==> src/hdl/fpc_defines.svh <==
// Constants of the flash program controller: register offsets, command codes and timing.
// Assumes a 200 MHz clock and a word-wide flash with a 26-bit word address.
`ifndef FPC_DEFINES_SVH
`define FPC_DEFINES_SVH

`define FPC_ADDR_W      26
`define FPC_DATA_W      16
`define FPC_BUF_DEPTH   32
`define FPC_BUF_IDX_W   5

// Software register offsets (byte addresses on the command port).
`define FPC_REG_CTRL    8'h00
`define FPC_REG_ADDR    8'h04
`define FPC_REG_DATA    8'h08
`define FPC_REG_COUNT   8'h0C
`define FPC_REG_BUF     8'h10
`define FPC_REG_STATUS  8'h14
`define FPC_REG_POLL    8'h18

// Control register fields.
`define FPC_CTRL_OP_LSB 0
`define FPC_CTRL_OP_MSB 1

// Status register bits.
`define FPC_ST_BUSY     0
`define FPC_ST_DONE     1
`define FPC_ST_ABORT    2
`define FPC_ST_FAIL     3

// Flash unlock addresses and command codes.
`define FPC_UNL1_WORD   26'h0000555
`define FPC_UNL2_WORD   26'h00002AA
`define FPC_UNL1_BYTE   26'h0000AAA
`define FPC_UNL2_BYTE   26'h0000555
`define FPC_CMD_UNL1    16'h00AA
`define FPC_CMD_UNL2    16'h0055
`define FPC_CMD_PROG    16'h00A0
`define FPC_CMD_BUFLOAD 16'h0025
`define FPC_CMD_CONFIRM 16'h0029
`define FPC_CMD_RESET   16'h00F0

// Status bit positions in a word read during an operation.
`define FPC_DQ_POLL     7
`define FPC_DQ_TOGGLE   6
`define FPC_DQ_TIMEOUT  5
`define FPC_DQ_ABORT    1

// Timing in ns and derived cycle counts; least times round up.
`define FPC_CLK_NS      5
`define FPC_T_WP_NS     35
`define FPC_T_WPH_NS    30
`define FPC_T_ACC_NS    90
`define FPC_T_RP_NS     500
`define FPC_T_RH_NS     50
`define FPC_WP_CYC      ((`FPC_T_WP_NS + `FPC_CLK_NS - 1) / `FPC_CLK_NS)
`define FPC_WPH_CYC     ((`FPC_T_WPH_NS + `FPC_CLK_NS - 1) / `FPC_CLK_NS)
`define FPC_ACC_CYC     ((`FPC_T_ACC_NS + `FPC_CLK_NS - 1) / `FPC_CLK_NS)
`define FPC_RP_CYC      ((`FPC_T_RP_NS + `FPC_CLK_NS - 1) / `FPC_CLK_NS)
`define FPC_RH_CYC      ((`FPC_T_RH_NS + `FPC_CLK_NS - 1) / `FPC_CLK_NS)
`define FPC_SYNC_CYC    2
`define FPC_POLL_MAX    4000

`endif

==> src/hdl/fpc_pkg.sv <==
// Types shared by the flash program controller files.
// Relies on fpc_defines.svh for the address and data widths.
`include "fpc_defines.svh"

package fpc_pkg;

	typedef enum logic [1:0] {
		FPC_OP_SINGLE,
		FPC_OP_BUFFER,
		FPC_OP_ABORT_RESET,
		FPC_OP_HW_RESET
	} fpc_op_t;

	// Drive side of the flash pins.
	typedef struct packed {
		logic [`FPC_ADDR_W-1:0] addr;
		logic [`FPC_DATA_W-1:0] dq_out;
		logic                   dq_oe;
		logic                   chip_select_n;
		logic                   write_strobe_n;
		logic                   output_enable_n;
		logic                   reset_n;
	} fpc_pins_t;

	// One bus cycle to perform on the flash.
	typedef struct packed {
		logic [`FPC_ADDR_W-1:0] addr;
		logic [`FPC_DATA_W-1:0] data;
	} fpc_cycle_t;

endpackage

==> src/hdl/fpc_host.sv <==
// Host-side controller that programs a parallel NOR flash through its pins.
// Software drives a simple strobe port; the flash is wired to the pin ports.
//
// Contract
// Host writes with select and strobe low, enable high.
// Device latches address on falling, data on rising.
// Device returns to read mode after programming.
// Programming only clears bits; erase sets them.
// Device ignores commands during an operation.
// No autoselect or query while programming.
// Hardware reset ends operation; host repeats sequence.
// Single programs allowed anywhere, any order.
// Single program: three command writes, then data.
// Buffer holds at most 32 words.
// Buffer program: unlock twice, load at sector.
// Load command 25h, confirm 29h at sector.
// Host writes count minus one at sector.
// Device aborts on count above capacity.
// First load fixes page; rest stay inside.
// Device aborts on wrong sector or page.
// Every load decrements the count, last wins.
// Confirm follows the loads; anything else aborts.
// Host polls status at last loaded location.
// Buffer program suspendable; read mode after success.
// Abort shows abort bit, toggling, timeout low.
// Host recovers bypass aborts with abort reset.
// Abort reset: two unlocks, then F0h.
// Repeated buffer programs allowed without erase.
// Device restarts decode on any mismatched write.
//
// Chosen here: the register addresses and the address-and-strobe port.
`timescale 1ns/1ps
`include "fpc_defines.svh"

module fpc_host
	import fpc_pkg::*;
#(
	parameter bit          BYTE_MODE = 1'b0,
	parameter int unsigned POLL_MAX  = `FPC_POLL_MAX
) (
	input  wire logic                   clock,
	input  wire logic                   rst_n,
	input  wire logic [7:0]             reg_addr,
	input  wire logic [31:0]            reg_wdata,
	input  wire logic                   reg_wr,
	input  wire logic                   reg_rd,
	output logic      [31:0]            reg_rdata,
	output logic      [`FPC_ADDR_W-1:0] flash_addr,
	input  wire logic [`FPC_DATA_W-1:0] flash_dq_in,
	output logic      [`FPC_DATA_W-1:0] flash_dq_out,
	output logic                        flash_dq_oe,
	output logic                        flash_chip_select_n,
	output logic                        flash_write_strobe_n,
	output logic                        flash_output_enable_n,
	output logic                        flash_reset_n
);

	typedef enum {S_IDLE, S_FETCH, S_ISSUE, S_WAIT, S_RD_ISSUE, S_RD_WAIT,
	              S_RST_PULSE, S_RST_WAIT} fpc_state_t;

	fpc_state_t             state;
	fpc_op_t                op;
	logic [`FPC_ADDR_W-1:0] target_addr;
	logic [`FPC_DATA_W-1:0] single_data;
	logic [7:0]             word_count;
	logic [`FPC_BUF_IDX_W-1:0] buf_wr_idx;
	logic [7:0]             step;
	logic [15:0]            timer;
	logic                   first_read;
	logic [`FPC_DATA_W-1:0] prev_read;
	logic [`FPC_DATA_W-1:0] poll_word;
	logic                   st_done;
	logic                   st_abort;
	logic                   st_fail;
	logic                   cg_done;
	logic [`FPC_DATA_W-1:0] cg_rdata;
	logic [`FPC_DATA_W-1:0] buf_rdata;
	fpc_pins_t              pins;

	localparam logic [`FPC_ADDR_W-1:0] UNL1 = BYTE_MODE ? `FPC_UNL1_BYTE : `FPC_UNL1_WORD;
	localparam logic [`FPC_ADDR_W-1:0] UNL2 = BYTE_MODE ? `FPC_UNL2_BYTE : `FPC_UNL2_WORD;
	localparam logic [15:0] POLL_LIMIT = 16'(POLL_MAX);
	localparam logic [15:0] RP_LAST    = 16'(`FPC_RP_CYC - 1);
	localparam logic [15:0] RH_LAST    = 16'(`FPC_RH_CYC - 1);

	// Picks the address and data of one step of a command sequence.
	function automatic fpc_cycle_t seq_cycle(
		input fpc_op_t                sel_op,
		input logic [7:0]             idx,
		input logic [`FPC_ADDR_W-1:0] addr,
		input logic [`FPC_DATA_W-1:0] data,
		input logic [7:0]             count,
		input logic [`FPC_DATA_W-1:0] buf_word
	);
		fpc_cycle_t c;
		c = '{addr: addr, data: data};
		if (idx == 8'h00) begin
			c = '{addr: UNL1, data: `FPC_CMD_UNL1};
		end else if (idx == 8'h01) begin
			c = '{addr: UNL2, data: `FPC_CMD_UNL2};
		end else if (sel_op == FPC_OP_SINGLE) begin
			// Setup command, then the word itself at any address.
			c = (idx == 8'h02) ? '{addr: UNL1, data: `FPC_CMD_PROG} : '{addr: addr, data: data};
		end else if (sel_op == FPC_OP_ABORT_RESET) begin
			c = '{addr: UNL1, data: `FPC_CMD_RESET};
		end else if (idx == 8'h02) begin
			c = '{addr: addr, data: `FPC_CMD_BUFLOAD};
		end else if (idx == 8'h03) begin
			c = '{addr: addr, data: `FPC_DATA_W'(count)};
		end else if (idx < count + 8'h05) begin
			// Consecutive words from the target keep one page when software aligns them.
			c = '{addr: addr + `FPC_ADDR_W'(idx - 8'h04), data: buf_word};
		end else begin
			c = '{addr: addr, data: `FPC_CMD_CONFIRM};
		end
		return c;
	endfunction

	wire fpc_cycle_t cur_cycle = seq_cycle(op, step, target_addr, single_data,
	                                        word_count, buf_rdata);

	wire logic [7:0] last_step = (op == FPC_OP_SINGLE) ? 8'h03 :
	                             (op == FPC_OP_ABORT_RESET) ? 8'h02 :
	                             word_count + 8'h05;

	// Status is read at the last location written, which for a buffer is the last load.
	wire logic [`FPC_ADDR_W-1:0] poll_addr = (op == FPC_OP_BUFFER) ?
	                                         target_addr + `FPC_ADDR_W'(word_count) :
	                                         target_addr;

	wire logic [`FPC_BUF_IDX_W-1:0] buf_rd_idx = `FPC_BUF_IDX_W'(step - 8'h04);
	wire logic busy       = (state != S_IDLE);
	wire logic ctrl_wr    = reg_wr && (reg_addr == `FPC_REG_CTRL);
	wire logic start_cmd  = ctrl_wr && !busy;
	wire logic buf_wr     = reg_wr && !busy && (reg_addr == `FPC_REG_BUF);
	wire logic cg_start   = (state == S_ISSUE) || (state == S_RD_ISSUE);
	wire logic cg_is_read = (state == S_RD_ISSUE);
	wire fpc_cycle_t cg_cycle = cg_is_read ? '{addr: poll_addr, data: '0} : cur_cycle;

	wire logic toggling   = prev_read[`FPC_DQ_TOGGLE] != cg_rdata[`FPC_DQ_TOGGLE];
	// Error bits count only on two reads in a row; one read may already be plain data.
	wire logic seen_abort = toggling && prev_read[`FPC_DQ_ABORT] && cg_rdata[`FPC_DQ_ABORT];
	wire logic seen_tmo   = toggling && prev_read[`FPC_DQ_TIMEOUT] && cg_rdata[`FPC_DQ_TIMEOUT];
	wire logic poll_over  = (timer == POLL_LIMIT);

	wire logic [31:0] status_word = {28'h0000000, st_fail, st_abort, st_done, busy};

	fpc_buf_mem #(
		.WIDTH (`FPC_DATA_W),
		.DEPTH (`FPC_BUF_DEPTH),
		.IDX_W (`FPC_BUF_IDX_W)
	) u_buf (
		.clock   (clock),
		.wr_en   (buf_wr),
		.wr_idx  (buf_wr_idx),
		.wr_data (reg_wdata[`FPC_DATA_W-1:0]),
		.rd_idx  (buf_rd_idx),
		.rd_data (buf_rdata)
	);

	fpc_cycle_gen u_cycle (
		.clock      (clock),
		.rst_n      (rst_n),
		.start      (cg_start),
		.is_read    (cg_is_read),
		.cycle      (cg_cycle),
		.hold_reset (state == S_RST_PULSE),
		.dq_in      (flash_dq_in),
		.done       (cg_done),
		.rd_data    (cg_rdata),
		.pins       (pins)
	);

	assign flash_addr            = pins.addr;
	assign flash_dq_out          = pins.dq_out;
	assign flash_dq_oe           = pins.dq_oe;
	assign flash_chip_select_n   = pins.chip_select_n;
	assign flash_write_strobe_n  = pins.write_strobe_n;
	assign flash_output_enable_n = pins.output_enable_n;
	assign flash_reset_n         = pins.reset_n;

	// Software registers; a count write rewinds the buffer fill index.
	always_ff @(posedge clock) begin
		if (!rst_n) begin
			target_addr <= '0;
			single_data <= '0;
			word_count  <= 8'h00;
			buf_wr_idx  <= '0;
		end else if (reg_wr && !busy) begin
			case (reg_addr)
				`FPC_REG_ADDR:  target_addr <= reg_wdata[`FPC_ADDR_W-1:0];
				`FPC_REG_DATA:  single_data <= reg_wdata[`FPC_DATA_W-1:0];
				`FPC_REG_COUNT: begin
					// Not clipped: a count past the buffer reaches the flash as written.
					word_count <= reg_wdata[7:0];
					buf_wr_idx <= '0;
				end
				`FPC_REG_BUF:   buf_wr_idx <= buf_wr_idx + 1'b1;
				default: ;
			endcase
		end
	end

	always_ff @(posedge clock) begin
		if (!rst_n) begin
			reg_rdata <= 32'h00000000;
		end else if (reg_rd) begin
			case (reg_addr)
				`FPC_REG_CTRL:   reg_rdata <= {30'h00000000, op};
				`FPC_REG_ADDR:   reg_rdata <= 32'(target_addr);
				`FPC_REG_DATA:   reg_rdata <= 32'(single_data);
				`FPC_REG_COUNT:  reg_rdata <= {24'h000000, word_count};
				`FPC_REG_STATUS: reg_rdata <= status_word;
				`FPC_REG_POLL:   reg_rdata <= 32'(poll_word);
				default:         reg_rdata <= 32'h00000000;
			endcase
		end else begin
			reg_rdata <= 32'h00000000;
		end
	end

	// Sequencer. Commands from software are refused while busy, so nothing but
	// status reads reaches the flash during an embedded operation.
	always_ff @(posedge clock) begin
		if (!rst_n) begin
			state      <= S_IDLE;
			op         <= FPC_OP_SINGLE;
			step       <= 8'h00;
			timer      <= 16'h0000;
			first_read <= 1'b1;
			prev_read  <= '0;
			poll_word  <= '0;
			st_done    <= 1'b0;
			st_abort   <= 1'b0;
			st_fail    <= 1'b0;
		end else begin
			case (state)
				S_IDLE: begin
					if (start_cmd) begin
						op       <= fpc_op_t'(reg_wdata[`FPC_CTRL_OP_MSB:`FPC_CTRL_OP_LSB]);
						step     <= 8'h00;
						timer    <= 16'h0000;
						st_done  <= 1'b0;
						st_abort <= 1'b0;
						st_fail  <= 1'b0;
						state    <= (fpc_op_t'(reg_wdata[1:0]) == FPC_OP_HW_RESET) ?
						            S_RST_PULSE : S_FETCH;
					end
				end
				S_FETCH: state <= S_ISSUE;
				S_ISSUE: state <= S_WAIT;
				S_WAIT: begin
					if (cg_done) begin
						if (step != last_step) begin
							step  <= step + 8'h01;
							state <= S_FETCH;
						end else if (op == FPC_OP_ABORT_RESET) begin
							// Flash is back in read mode after the abort reset.
							st_done <= 1'b1;
							state   <= S_IDLE;
						end else begin
							first_read <= 1'b1;
							state      <= S_RD_ISSUE;
						end
					end
				end
				S_RD_ISSUE: state <= S_RD_WAIT;
				S_RD_WAIT: begin
					if (cg_done) begin
						prev_read  <= cg_rdata;
						poll_word  <= cg_rdata;
						first_read <= 1'b0;
						timer      <= timer + 16'h0001;
						if (!first_read && !toggling) begin
							// Toggling stopped: the flash is in read mode again.
							st_done <= 1'b1;
							state   <= S_IDLE;
						end else if (!first_read && seen_abort) begin
							st_abort <= 1'b1;
							st_done  <= 1'b1;
							state    <= S_IDLE;
						end else if ((!first_read && seen_tmo) || poll_over) begin
							st_fail <= 1'b1;
							st_done <= 1'b1;
							state   <= S_IDLE;
						end else begin
							state <= S_RD_ISSUE;
						end
					end
				end
				S_RST_PULSE: begin
					// Reset pin held low; any running operation ends.
					timer <= timer + 16'h0001;
					if (timer == RP_LAST) begin
						timer <= 16'h0000;
						state <= S_RST_WAIT;
					end
				end
				S_RST_WAIT: begin
					timer <= timer + 16'h0001;
					if (timer == RH_LAST) begin
						st_done <= 1'b1;
						state   <= S_IDLE;
					end
				end
				default: state <= S_IDLE;
			endcase
		end
	end

endmodule

==> src/hdl/fpc_buf_mem.sv <==
// Word store holding the data for one buffer program pass.
// Written from the command port, read by the sequencer with one cycle of latency.
`timescale 1ns/1ps
`include "fpc_defines.svh"

module fpc_buf_mem #(
	parameter int WIDTH = `FPC_DATA_W,
	parameter int DEPTH = `FPC_BUF_DEPTH,
	parameter int IDX_W = `FPC_BUF_IDX_W
) (
	input  wire logic             clock,
	input  wire logic             wr_en,
	input  wire logic [IDX_W-1:0] wr_idx,
	input  wire logic [WIDTH-1:0] wr_data,
	input  wire logic [IDX_W-1:0] rd_idx,
	output logic      [WIDTH-1:0] rd_data
);

	logic [WIDTH-1:0] mem [DEPTH];

	always_ff @(posedge clock) begin
		if (wr_en) begin
			mem[wr_idx] <= wr_data;
		end
		rd_data <= mem[rd_idx];
	end

endmodule

==> src/hdl/fpc_cycle_gen.sv <==
// Performs one asynchronous write or read cycle on the flash pins.
// Assumes dq_in comes straight from the pins; it is synchronised here.
`timescale 1ns/1ps
`include "fpc_defines.svh"

module fpc_cycle_gen
	import fpc_pkg::*;
(
	input  wire logic                  clock,
	input  wire logic                  rst_n,
	input  wire logic                  start,
	input  wire logic                  is_read,
	input  wire fpc_cycle_t            cycle,
	input  wire logic                  hold_reset,
	input  wire logic [`FPC_DATA_W-1:0] dq_in,
	output logic                       done,
	output logic      [`FPC_DATA_W-1:0] rd_data,
	output fpc_pins_t                  pins
);

	typedef enum {CG_IDLE, CG_SETUP, CG_PULSE, CG_HOLD} fpc_cg_state_t;

	fpc_cg_state_t         state;
	logic [7:0]            count;
	logic                  reading;
	logic [`FPC_DATA_W-1:0] dq_meta;
	logic [`FPC_DATA_W-1:0] dq_sync;

	localparam logic [7:0] WP_LAST  = 8'(`FPC_WP_CYC - 1);
	localparam logic [7:0] WPH_LAST = 8'(`FPC_WPH_CYC - 1);
	localparam logic [7:0] RD_LAST  = 8'(`FPC_ACC_CYC + `FPC_SYNC_CYC);

	wire logic pulse_end = (state == CG_PULSE) && (count == (reading ? RD_LAST : WP_LAST));
	wire logic hold_end  = (state == CG_HOLD) && (count == WPH_LAST);

	always_ff @(posedge clock) begin
		dq_meta <= dq_in;
		dq_sync <= dq_meta;
	end

	always_ff @(posedge clock) begin
		if (!rst_n) begin
			state   <= CG_IDLE;
			count   <= 8'h00;
			reading <= 1'b0;
			done    <= 1'b0;
			rd_data <= '0;
			pins    <= '{addr: '0, dq_out: '0, dq_oe: 1'b0, chip_select_n: 1'b1,
			             write_strobe_n: 1'b1, output_enable_n: 1'b1, reset_n: 1'b1};
		end else begin
			done         <= 1'b0;
			pins.reset_n <= !hold_reset;
			case (state)
				CG_IDLE: begin
					if (start) begin
						// Output enable stays high for a write cycle.
						state              <= CG_SETUP;
						reading            <= is_read;
						pins.addr          <= cycle.addr;
						pins.dq_out        <= cycle.data;
						pins.dq_oe         <= !is_read;
						pins.chip_select_n <= 1'b0;
					end
				end
				CG_SETUP: begin
					// Address is stable before the strobe falls, so the later falling
					// edge latches it whichever edge the flash takes.
					state                <= CG_PULSE;
					count                <= 8'h00;
					pins.write_strobe_n  <= reading;
					pins.output_enable_n <= !reading;
				end
				CG_PULSE: begin
					count <= count + 8'h01;
					if (pulse_end) begin
						state                <= CG_HOLD;
						count                <= 8'h00;
						pins.write_strobe_n  <= 1'b1;
						pins.output_enable_n <= 1'b1;
						if (reading) begin
							rd_data <= dq_sync;
						end
					end
				end
				CG_HOLD: begin
					// Data and select stay driven past the rising strobe edge.
					count <= count + 8'h01;
					if (hold_end) begin
						state              <= CG_IDLE;
						pins.chip_select_n <= 1'b1;
						pins.dq_oe         <= 1'b0;
						done               <= 1'b1;
					end
				end
				default: state <= CG_IDLE;
			endcase
		end
	end

endmodule

==> config.mk <==
export PLATFORM = sky130hd
export DESIGN_NAME = fpc_host
export DESIGN_NICKNAME = d
export VERILOG_FILES = /design/src/hdl/fpc_pkg.sv /design/src/hdl/fpc_host.sv /design/src/hdl/fpc_buf_mem.sv /design/src/hdl/fpc_cycle_gen.sv
export VERILOG_INCLUDE_DIRS = /design/src /design/src/hdl
export SDC_FILE = /design/constraint.sdc
export NUM_CORES = 1
export LEC_CHECK = 0
export BUFFER_PORTS_ARGS = -buffer_cell sky130_fd_sc_hd__buf_4
export CORE_MARGIN = 1
export CORE_UTILIZATION = 40
export CTS_BUF_LIST = sky130_fd_sc_hd__clkbuf_4
export DETAILED_ROUTE_END_ITERATION = 6
export HOLD_SLACK_MARGIN = 0.03
export PLACE_DENSITY = 0.53
export SYNTH_ARGS = -nofsm -noshare
export SYNTH_HDL_FRONTEND = slang
export SYNTH_SLANG_ARGS = --single-unit
==> constraint.sdc <==
create_clock -name clock -period 4.55 [get_ports clock]
set_input_delay 0 -clock clock [delete_from_list [all_inputs] [get_ports clock]]
set_output_delay 0 -clock clock [all_outputs]
set_load 0.02 [all_outputs]
**Word level (Yosys, flattened, before mapping)**

Memories as Yosys holds them, arrays and structs flattened. A register that Yosys moved wholly into a read port is not among the register bits.
Cells that the tools add are included.

- Flip-flop bits (word level): 302
- RAM bits: 512
- Input port bits: 60
- Memories: 1

Memories:

| memory | words | width | rd ports | clocked after Yosys merged registers in | wr ports | line | RTL |
|---|---|---|---|---|---|---|---|
| u_buf.mem | 32 | 16 | 1 | 1 | 1 | fpc_buf_mem.sv:19 | `logic [WIDTH-1:0] mem [DEPTH];` |

- $add $sub $neg: 9
- Order comparisons: 1
- Eq/ne operators: 51
- Muxes and demuxes: 72
- Reductions and logical operators: 56

Operators by type and width:

| cell | number |
|---|---|
| $mux W42 | 9 |
| $mux W32 | 8 |
| $pmux W32 S8 | 1 |
| $eq A32 B3 Y1 const B | 7 |
| $pmux W26 S6 | 1 |
| $eq A32 B2 Y1 const B | 4 |
| $pmux W32 S4 | 1 |
| $eq A32 B1 Y1 const B | 2 |
| $eq A32 B4 Y1 const B | 2 |
| $logic_not A32 Y1 | 2 |
| $pmux W16 S4 | 1 |
| $mux W16 | 3 |
| $mux W8 | 6 |
| $reduce_bool A32 Y1 | 1 |
| $add A26 B26 Y26 | 1 |
| $add A26 B8 Y26 | 1 |
| $mux W26 | 1 |
| $eq A8 B5 Y1 const B | 3 |
| $ne A2 B2 Y1 const B | 12 |
| $pmux W8 S3 | 1 |
| $mux W1 | 22 |
| $reduce_and A2 Y1 | 10 |
| $mux W3 | 6 |
| $add A16 B1 Y16 const B | 1 |
| 40 further kinds | 83 |

**Logic depth before layout (Yosys ltp)**

Gate-level depths: netlist of run 1.

- Depth after elaboration: 10
- Depth in mapped cells: 15

**Modules after synthesis**

From an unflattened synthesis of run 1, not the netlist that was laid out.

- Cells, all modules: 2,739
- Area total of the unflattened synthesis: 33,550.9 µm²

By module, submodules not included:

| module | times used | cells each | area each (µm²) |
|---|---|---|---|
| fpc_buf_mem | 1 | 1,143 | 20,535.9 |
| fpc_host | 1 | 1,230 | 9,316.4 |
| fpc_cycle_gen | 1 | 366 | 3,698.5 |

**Worst setup path before layout of run 1**

Ideal clock, no wire load.

- Path kind: register to register
- Start point: register step[2]
- End point: register u_cycle.pins[41] (netlist name)
- Arrival time: 3.669 ns
- Required time: 4.475 ns
- Setup slack: 0.805 ns
- Stages on the path, launching flop included: 15
- Path buffers: 2
- Clock period less this slack: 3.745 ns
- Path through: dfxtp_1 buf_2 inv_1 ha_1 xor2_1 clkbuf_1 ha_1 a21o_1 a221oi_2 o2111a_1 o31ai_1 and3_1 a2111oi_0 a21oi_1 o22ai_1

- Cells in the longest elaborated chain, start to end: 10

RTL lines:

| element | line | RTL |
|---|---|---|
| start, declared | fpc_host.sv:67 | `logic [7:0] step;` |
| start signal, assigned | fpc_host.sv:255 | `step <= step + 8'h01;` |
| $sub A8 B3 Y9 | fpc_host.sv:112 | `` c = '{addr: addr + `FPC_ADDR_W'(idx - 8'h04), data: buf_word}; `` |
| $add A26 B26 Y26 | fpc_host.sv:112 |  |
| $mux W42 | fpc_host.sv:110 | `end else if (idx < count + 8'h05) begin` |
| $mux W42 | fpc_host.sv:108 | `end else if (idx == 8'h03) begin` |
| $mux W42 | fpc_host.sv:106 | `end else if (idx == 8'h02) begin` |
| $mux W42 | fpc_host.sv:104 | `end else if (sel_op == FPC_OP_ABORT_RESET) begin` |
| $mux W42 | fpc_host.sv:101 | `end else if (sel_op == FPC_OP_SINGLE) begin` |
| $mux W42 | fpc_host.sv:99 | `end else if (idx == 8'h01) begin` |
| $mux W42 * | fpc_host.sv:97 | `if (idx == 8'h00) begin` |
| $mux W42 * | fpc_host.sv:138 | `wire fpc_cycle_t cg_cycle = cg_is_read ? '{addr: poll_addr, data: '0} : cur_cycle;` |

Mark *: on every way between the ends. The rest lies on a longest branch, timed or not.
A chain may end at the register's enable or synchronous reset.

**Final worst setup path of run 1**

- Start point: input port reg_addr[6]
- End point: register target_addr[23]

- Cells in the longest elaborated chain, start to end: 2

RTL lines:

| element | line | RTL |
|---|---|---|
| start, declared | fpc_host.sv:43 | `input wire logic [7:0] reg_addr,` |
| $eq A8 B3 Y1 | fpc_host.sv:190 | `case (reg_addr)` |
| $reduce_and A2 Y1 (no line) | n/a |  |
| end signal, assigned | fpc_host.sv:191 | `` `FPC_REG_ADDR: target_addr <= reg_wdata[`FPC_ADDR_W-1:0]; `` |
| end, declared | fpc_host.sv:63 | `` logic [`FPC_ADDR_W-1:0] target_addr; `` |

Every way passes these cells.

==> results.sh, run 1 <==
export IMPL_status="complete, no violations"
export IMPL_maxSlewViolCount=0
export IMPL_hold_path_cell_count=3
export IMPL_drc=0
export IMPL_coreArea_um2=80400
export IMPL_ant_nets=0
export IMPL_std_cell_rows=104
export IMPL_p_total_mw=14.9
export IMPL_post_place_ws_ns=0.342
export IMPL_root_buffer="clkbuf_4"
export IMPL_irDropWorstVdd_mv=0.270
export IMPL_first_pass_iters=6
export IMPL_muxShareOfSynthArea_pct=12.7
export IMPL_final_cell_area_um2=38900
export IMPL_cp_num_buf_inv=7
export IMPL_synthesis_area_um2=32500
export IMPL_dpl_cell_count=3473
export IMPL_drive_gt1_share_pct=26.3
export IMPL_synthSimpleGateAreaFrac_pct=9.03
export IMPL_cp_depth=13
export IMPL_hold_class="primary input to flip-flop"
export IMPL_clockBufferDepth=3
export IMPL_routed_wl_um=94300
export IMPL_crit_arrival_ns=5.37
export IMPL_cts_tree="yes"
export IMPL_grt_setup_unrepaired="no"
export IMPL_yosys_register_bits=765
export IMPL_path_cells="dlygate4sd3_1, buf_4, dlygate4sd3_1, nor4_1, dlygate4sd3_1, nand3_1, nor2_1, and2_1, buf_4, nand2_1, dlygate4sd3_1, a21oi_1, dlygate4sd3_1"
export IMPL_grt_pass1_vias=22300
export IMPL_synth_fa_ha_area_share_pct=2.59
export IMPL_clock_sinks=765
export IMPL_cap_violations=0
export IMPL_fin_cells=3965
export IMPL_post_cts_resized=0
export IMPL_cp_max_fo=26
export IMPL_grt_use_total_pct=23.1
export IMPL_final_setup_worst_slack_ns=0.126
export IMPL_synth_avg_cell_area_um2=13.9
export IMPL_switching_share_pct=25.9
export IMPL_gr_total_overflow=0
export IMPL_wl_per_cell_um=23.8
export IMPL_finalSetupViolations=0
export IMPL_synth_compound_gate_area_share_pct=8.51
export IMPL_post_cts_setup_buffers=0
export IMPL_synthXorXnorAreaFrac_pct=2.05
export IMPL_grt_pass1_wl_um=140000
export IMPL_fp_dieH_um=287
export IMPL_period_minus_slack_ns=4.42
export IMPL_grt_max_degree=130
export IMPL_p_leak_nw=13.5
export IMPL_yosysSeqAreaShare_pct=63.0
export IMPL_nFillCells=7155
export IMPL_gp_congestion=0.944
export IMPL_syn2layout_area_growth_pct=20.0
export IMPL_switching_power_mw=3.85
export IMPL_start_kind="primary input"
export IMPL_yosys_most_used_dff="edfxtp_1"
export IMPL_hpwl_um=58700
export IMPL_cts_clk_slew_worst_paths_ns=0.06
export IMPL_power_frac_seq_pct=51.9
export IMPL_p_comb_share_pct=9.5
export IMPL_finalClockSkew_ns=0.0785
export IMPL_insertion_delay_ns=1.04
export IMPL_setup_worst_path_class="primary input to flip-flop"
export IMPL_cp_common_cell="dlygate4sd3_1"
export IMPL_num_nets_final=2884
export IMPL_finalSetupTns_ns=0
export IMPL_fmax_ghz=0.226
export IMPL_worst_slew_pin_slew_ns=1.25
export IMPL_slew_headroom_pct=16.7
export IMPL_synth_edf_count=512
export IMPL_hold_viol_final=0
export IMPL_critPathMaxStageDelay_ns=0.82
export IMPL_period_share_pct=97.2
export IMPL_r2r_cells=13
export IMPL_drt_initial_drc_count=1612
export IMPL_cp_required_ns=5.49
export IMPL_synth_top_family_by_area="multiplexers"
export IMPL_antenna_found_initial=3
export IMPL_vias_per_cell=5.44
export IMPL_initial_utilization_pct=40.4
export IMPL_die_w_um=287
export IMPL_numPortBuffers=126
export IMPL_dieArea_um2=82300
export IMPL_io_pins=139
export IMPL_regArea_um2=20400
export IMPL_ys_warn_count=0
export IMPL_htreeDepth=4
export IMPL_cpMaxStageDelayCell="nor2_1"
export IMPL_fin_hold_ws_ns=0.181
export IMPL_crit_family="buffers and inverters"
export IMPL_fin_util_pct=48.4
export IMPL_worstSetupEndpointType="flip-flop"
export IMPL_async_flop_share_pct=0
export IMPL_clkPwrFrac_pct=38.6
export IMPL_cts_buffers=196
export IMPL_multi_input_area_um2=11400
export IMPL_placed_area_um2=34900
export IMPL_synthDistinctLibCells=94
export IMPL_p_per_area_nw_per_um2=382
export IMPL_synthCells=2343
export IMPL_p_int_mw=11.0
export IMPL_num_vias=21600
[kinds of logic (layout without fill, tap and decap cells)]
group	count (synthesis)	in the layout
compound gates	419	419
buf+inv	172	721
other cells	1	14
mux	209	209
flops	765	765
xor+xnor	73	73
fa+ha+maj	66	66
simple gates	638	638
[worst paths after layout]
check / end / startpoint / slack [ns]
setup / recovery: target_addr[23]$_SDFFE_PN0P_ / reg_addr[6] / 0.13
hold / removal: u_cycle.dq_meta[8]$_DFF_P_ / flash_dq_in[8] / 0.18
setup reg to reg: u_cycle.pins[41]$_SDFFE_PN0P_ / step[4]$_SDFFE_PN0P_ / 0.35
hold reg to reg: u_cycle.dq_sync[11]$_DFF_P_ / u_cycle.dq_meta[11]$_DFF_P_ / 0.33
[power by group through the flow]
stage | logic (mW) | registers [mW] | clock network (mW)
global placement | 1.26 | 7.87 | 0
detailed placement | 1.29 | 7.87 | 0
floorplan | 0.665 | 7.92 | 0
global route | 1.54 | 7.73 | 6.28
finish | 1.42 | 7.72 | 5.74
CTS | 1.41 | 7.72 | 5.94
[state kept, by name, indices dropped and copies added (netlist names), 26 cells and up]
signal	flops
reg_rdata	26
target_addr	26
u_cycle.pins	47
u_buf.mem	512
[placed cells by master (no fill, tap or decap), types with 14 or more instances in the layout]
| cell | instances |
|---|---|
| and3_1 | 29 |
| edfxtp_1 | 512 |
| a21oi_1 | 158 |
| mux2_2 | 19 |
| dfxtp_1 | 250 |
| nand4_1 | 15 |
| xor2_1 | 29 |
| buf_12 | 18 |
| xnor2_1 | 41 |
| nand2_1 | 223 |
| a221oi_1 | 16 |
| inv_1 | 39 |
| mux2i_1 | 30 |
| nand3_1 | 44 |
| o21ai_0 | 54 |
| clkinv_1 | 32 |
| nor2_2 | 29 |
| a22oi_1 | 21 |
| nor3_1 | 21 |
| and2_1 | 23 |
| nor2_1 | 178 |
| a31oi_1 | 17 |
| clkbuf_4 | 285 |
| ha_1 | 64 |
| buf_4 | 192 |
| a21o_1 | 19 |
| mux4_2 | 160 |
| a222oi_1 | 14 |
| dlygate4sd3_1 | 131 |
| o21ai_1 | 17 |
[cells in the mapped netlist (10+ instances only)]
cell      number  area share [%]
buf_2         24            0.37
clkbuf_1      81            0.94
o31ai_1       10            0.23
nand4_1       15            0.29
mux2i_1       30            0.92
nand2b_1      11            0.21
nor3_1        21            0.32
nor2_1       206             2.4
a31oi_1       17            0.33
ha_1          64             2.5
mux4_2       160              11
and3_1        29            0.56
and2_1        23            0.44
a221oi_1      16            0.43
a21oi_1      158             2.4
dfxtp_1      253              16
xor2_1        30            0.81
nand3_1       44            0.68
o21ai_1       17            0.26
xnor2_1       41             1.1
nand2_1      223             2.6
mux2_2        19            0.66
o21ai_0       54            0.83
a22oi_1       21            0.49
buf_1         17            0.20
edfxtp_1     512              47
a21o_1        19            0.44
inv_1         39            0.45
a222oi_1      14            0.43
[layer usage]
layer / GRT usage (%) / share of wire, % / up-vias
met1: 29.5 / 42 / 10800
li1: - / - / 9908
met3: 4.48 / 5.4 / 151
met5: 0 / 0 / -
met2: 39.0 / 50 / 660
met4: 8.06 / 2.5 / 0
[what timing repair did]
action / CTS / global route
hold buffers: 147 / 0
setup endpoints to repair: 0 / 0
hold endpoints to repair: 704 / 0
[area by class of cell]
type | instances | share of cell area [%]
clock buffers | 285 | 5.49
clock inverters | 52 | 0.765
diodes | 8 | 0.0514
multi-input cells | 1411 | 29.4
well taps | 1060 | 3.41
inverters | 43 | 0.421
repair buffers | 341 | 7.99
flip-flops and latches | 765 | 52.5
[worst reg2reg max path, cell delays in order, from the launching register on]
cell       delay [ns]
dfxtp_1          0.43
nor4_2           0.36
nand2_1          0.26
inv_1            0.60
ha_1             0.43
a21oi_1          0.25
nor3b_1          0.25
o2111a_1         0.26
o31ai_1          0.11
and3_1           0.19
a2111oi_0        0.60
buf_4            0.21
a21oi_1          0.04
o22ai_1          0.15
No activity file was read; power rests on OpenSTA's default activity.
==> run 2: changes to the inputs <==
--- a/config.mk
+++ b/config.mk
@@ -7,12 +7,14 @@
 export NUM_CORES = 1
 export LEC_CHECK = 0
 export BUFFER_PORTS_ARGS = -buffer_cell sky130_fd_sc_hd__buf_4
+export CELL_PAD_IN_SITES_DETAIL_PLACEMENT = 1
+export CELL_PAD_IN_SITES_GLOBAL_PLACEMENT = 1
 export CORE_MARGIN = 1
 export CORE_UTILIZATION = 40
 export CTS_BUF_LIST = sky130_fd_sc_hd__clkbuf_4
 export DETAILED_ROUTE_END_ITERATION = 6
 export HOLD_SLACK_MARGIN = 0.03
-export PLACE_DENSITY = 0.53
+export PLACE_DENSITY = 0.61
 export SYNTH_ARGS = -nofsm -noshare
 export SYNTH_HDL_FRONTEND = slang
 export SYNTH_SLANG_ARGS = --single-unit
==> results.sh, run 2 (synthesis results as in run 1) <==
export IMPL_largest_reg_flops=512
export IMPL_drc=0
export IMPL_status="complete, no violations"
export IMPL_num_nets_final=2914
export IMPL_coreArea_um2=80400
export IMPL_irDropWorstVdd_mv=0.248
export IMPL_slew_headroom_pct=22.3
export IMPL_hold_path_cell_count=6
export IMPL_worstHoldStart="reg_addr[5]"
export IMPL_r2r_cells=15
export IMPL_r2r_end="u_cycle.pins[41]$_SDFFE_PN0P_"
export IMPL_cts_tree="yes"
export IMPL_hpwl_um=62100
export IMPL_worst_slew_pin_slew_ns=1.16
export IMPL_setup_worst_path_class="flip-flop to flip-flop"
export IMPL_cp_num_buf_inv=4
export IMPL_worstSetupEndpointType="flip-flop"
export IMPL_wl_per_cell_um=24.6
export IMPL_ant_nets=0
export IMPL_cts_clk_slew_worst_paths_ns=0.08
export IMPL_syn2layout_area_growth_pct=20.9
export IMPL_antenna_found_initial=6
export IMPL_r2r_slack_ns=0.46
export IMPL_numPortBuffers=126
export IMPL_period_share_pct=89.8
export IMPL_cap_violations=0
export IMPL_initial_utilization_pct=40.4
export IMPL_hold_class="primary input to flip-flop"
export IMPL_final_setup_worst_slack_ns=0.464
export IMPL_power_frac_seq_pct=50.6
export IMPL_grt_max_degree=67
export IMPL_cts_buffers=201
export IMPL_clkPwrFrac_pct=40.0
export IMPL_clockBufferDepth=3
export IMPL_maxSlewViolCount=0
export IMPL_p_comb_share_pct=9.4
export IMPL_first_pass_iters=5
export IMPL_gp_congestion=0.894
export IMPL_fmax_ghz=0.245
export IMPL_post_place_ws_ns=0.161
export IMPL_routed_wl_um=98100
export IMPL_largestRegisters="u_buf.mem (512), u_cycle.pins (47)"
export IMPL_std_cell_rows=104
export IMPL_p_leak_nw=13.7
export IMPL_switching_power_mw=3.94
export IMPL_cpMaxStageDelayCell="a2111oi_1"
export IMPL_htreeDepth=4
export IMPL_drt_initial_drc_count=1401
export IMPL_p_total_mw=15.3
export IMPL_root_buffer="clkbuf_4"
export IMPL_top_register="u_buf.mem"
export IMPL_fp_dieH_um=287
export IMPL_vias_per_cell=5.54
export IMPL_layout_commonest_cell="edfxtp_1"
export IMPL_path_cells="inv_1, ha_1, nand2_1, clkinvlp_4, buf_4, ha_1, and2_1, o211ai_1, o2111a_1, o31ai_1, nand2_1, a2111oi_1, buf_4, a21oi_1, o22ai_1"
export IMPL_dieArea_um2=82300
export IMPL_p_int_mw=11.4
export IMPL_io_pins=139
export IMPL_cp_depth=15
export IMPL_p_per_area_nw_per_um2=389
export IMPL_switching_share_pct=25.7
export IMPL_hold_end="op[0]$_SDFFE_PN0P_"
export IMPL_die_w_um=287
export IMPL_period_minus_slack_ns=4.09
export IMPL_grt_pass1_vias=23900
export IMPL_r2r_start="step[3]$_SDFFE_PN0P_"
export IMPL_start_kind="flip-flop"
export IMPL_finalSetupTns_ns=0
export IMPL_crit_family="compound AO/OA/AOI/OAI gates"
export IMPL_insertion_delay_ns=1.07
export IMPL_clock_sinks=765
export IMPL_cp_max_fo=8
export IMPL_cp_required_ns=5.51
export IMPL_crit_arrival_ns=5.04
export IMPL_grt_pass1_wl_um=147000
export IMPL_mostFrequentLayoutCells="512 x edfxtp_1, 294 x clkbuf_4, 250 x dfxtp_1"
export IMPL_grt_use_total_pct=24.1
export IMPL_finalSetupViolations=0
export IMPL_num_vias=22100
export IMPL_drive_gt1_share_pct=25.8
export IMPL_grt_setup_unrepaired="no"
export IMPL_hold_viol_final=0
export IMPL_fin_util_pct=48.8
export IMPL_gr_total_overflow=0
export IMPL_critPathMaxStageDelay_ns=0.49
export IMPL_finalClockSkew_ns=0.0702
run 2: cell count changes in the layout (fill, tap and decap cells not counted), moves of 2 or more:
cell / change
diode_2: -4
dlygate4sd3_1: +16
buf_4: +10
bufinv_16: +4
nor2_1: +28
clkbuf_4: +9
nor2_2: -28
clkinv_1: -4
inv_2: -2
run 2: worst max-delay path by stage:
stage | startpoint | slack [ns] | endpoint
finish | step[3]$_SDFFE_PN0P_ | 0.46 | u_cycle.pins[41]$_SDFFE_PN0P_
global route | step[3]$_SDFFE_PN0P_ | 0.09 | u_cycle.pins[41]$_SDFFE_PN0P_
CTS | step[3]$_SDFFE_PN0P_ | 0.19 | u_cycle.pins[41]$_SDFFE_PN0P_
detailed placement | step[3]$_SDFFE_PN0P_ | 0.16 | u_cycle.pins[41]$_SDFFE_PN0P_
global placement | step[4]$_SDFFE_PN0P_ | 0.27 | u_cycle.pins[41]$_SDFFE_PN0P_
floorplan | step[2]$_SDFFE_PN0P_ | 0.81 | u_cycle.pins[41]$_SDFFE_PN0P_
run 2: stage by stage:
| stage | cells | hold slack (ns) | cell area, µm² |
|---|---|---|---|
| floorplan | 2348 | 0.0277 | 32500 |
| global placement | 3478 | 0.105 | 34800 |
| detailed placement | 3478 | 0.105 | 34800 |
| CTS | 3985 | 0.0332 | 39200 |
| global route | 3992 | 0.0605 | 39300 |
| finish | 3992 | 0.156 | 39300 |
run 2: cell type report:
cell class              instances  area [µm²]
diodes                          4        10.0
clock buffers                 294        2210
clock inverters                49         400
fillers                      8205       41200
inverters                      43         168
multi-input cells            1411       11400
flip-flops and latches        765       20400
well taps                    1060        1330
repair buffers                366        3330
run 2: per-layer routing:
layer / global-route usage (%) / share of wire, % / wire length [µm] / vias to the layer above
li1: - / - / - / 9965
met1: 29.5 / 41 / 40400 / 11400
met2: 42.2 / 51 / 50300 / 627
met3: 4.66 / 4.9 / 4760 / 162
met4: 8.48 / 2.7 / 2640 / 0
met5: 0 / 0 / 0 / -
run 2: worst reg2reg max path: stages, from the launching register on:
cell and delay (ns):
dfxtp_1 0.48, inv_1 0.16, ha_1 0.27, nand2_1 0.33, clkinvlp_4 0.26, buf_4 0.21, ha_1 0.36, and2_1 0.22
o211ai_1 0.14, o2111a_1 0.30, o31ai_1 0.33, nand2_1 0.09, a2111oi_1 0.49, buf_4 0.19, a21oi_1 0.04, o22ai_1 0.16
run 2: power groups by stage:
| stage | logic (mW) | registers, mW | clock network (mW) |
|---|---|---|---|
| 3_3_place_gp | 1.26 | 7.88 | 0 |
| 5_1_grt | 1.56 | 7.75 | 6.68 |
| 3_5_place_dp | 1.30 | 7.88 | 0 |
| 2_1_floorplan | 0.665 | 7.92 | 0 |
| 6_report | 1.44 | 7.74 | 6.12 |
| 4_1_cts | 1.43 | 7.73 | 6.31 |
run 2: timing repair:
action / 4_1_cts / 5_1_grt
setup endpoints to repair: 0 / 1
gates resized for setup: 0 / 2
endpoints found under the hold margin: 710 / 0
setup buffers: 0 / 3
hold buffers: 164 / 0
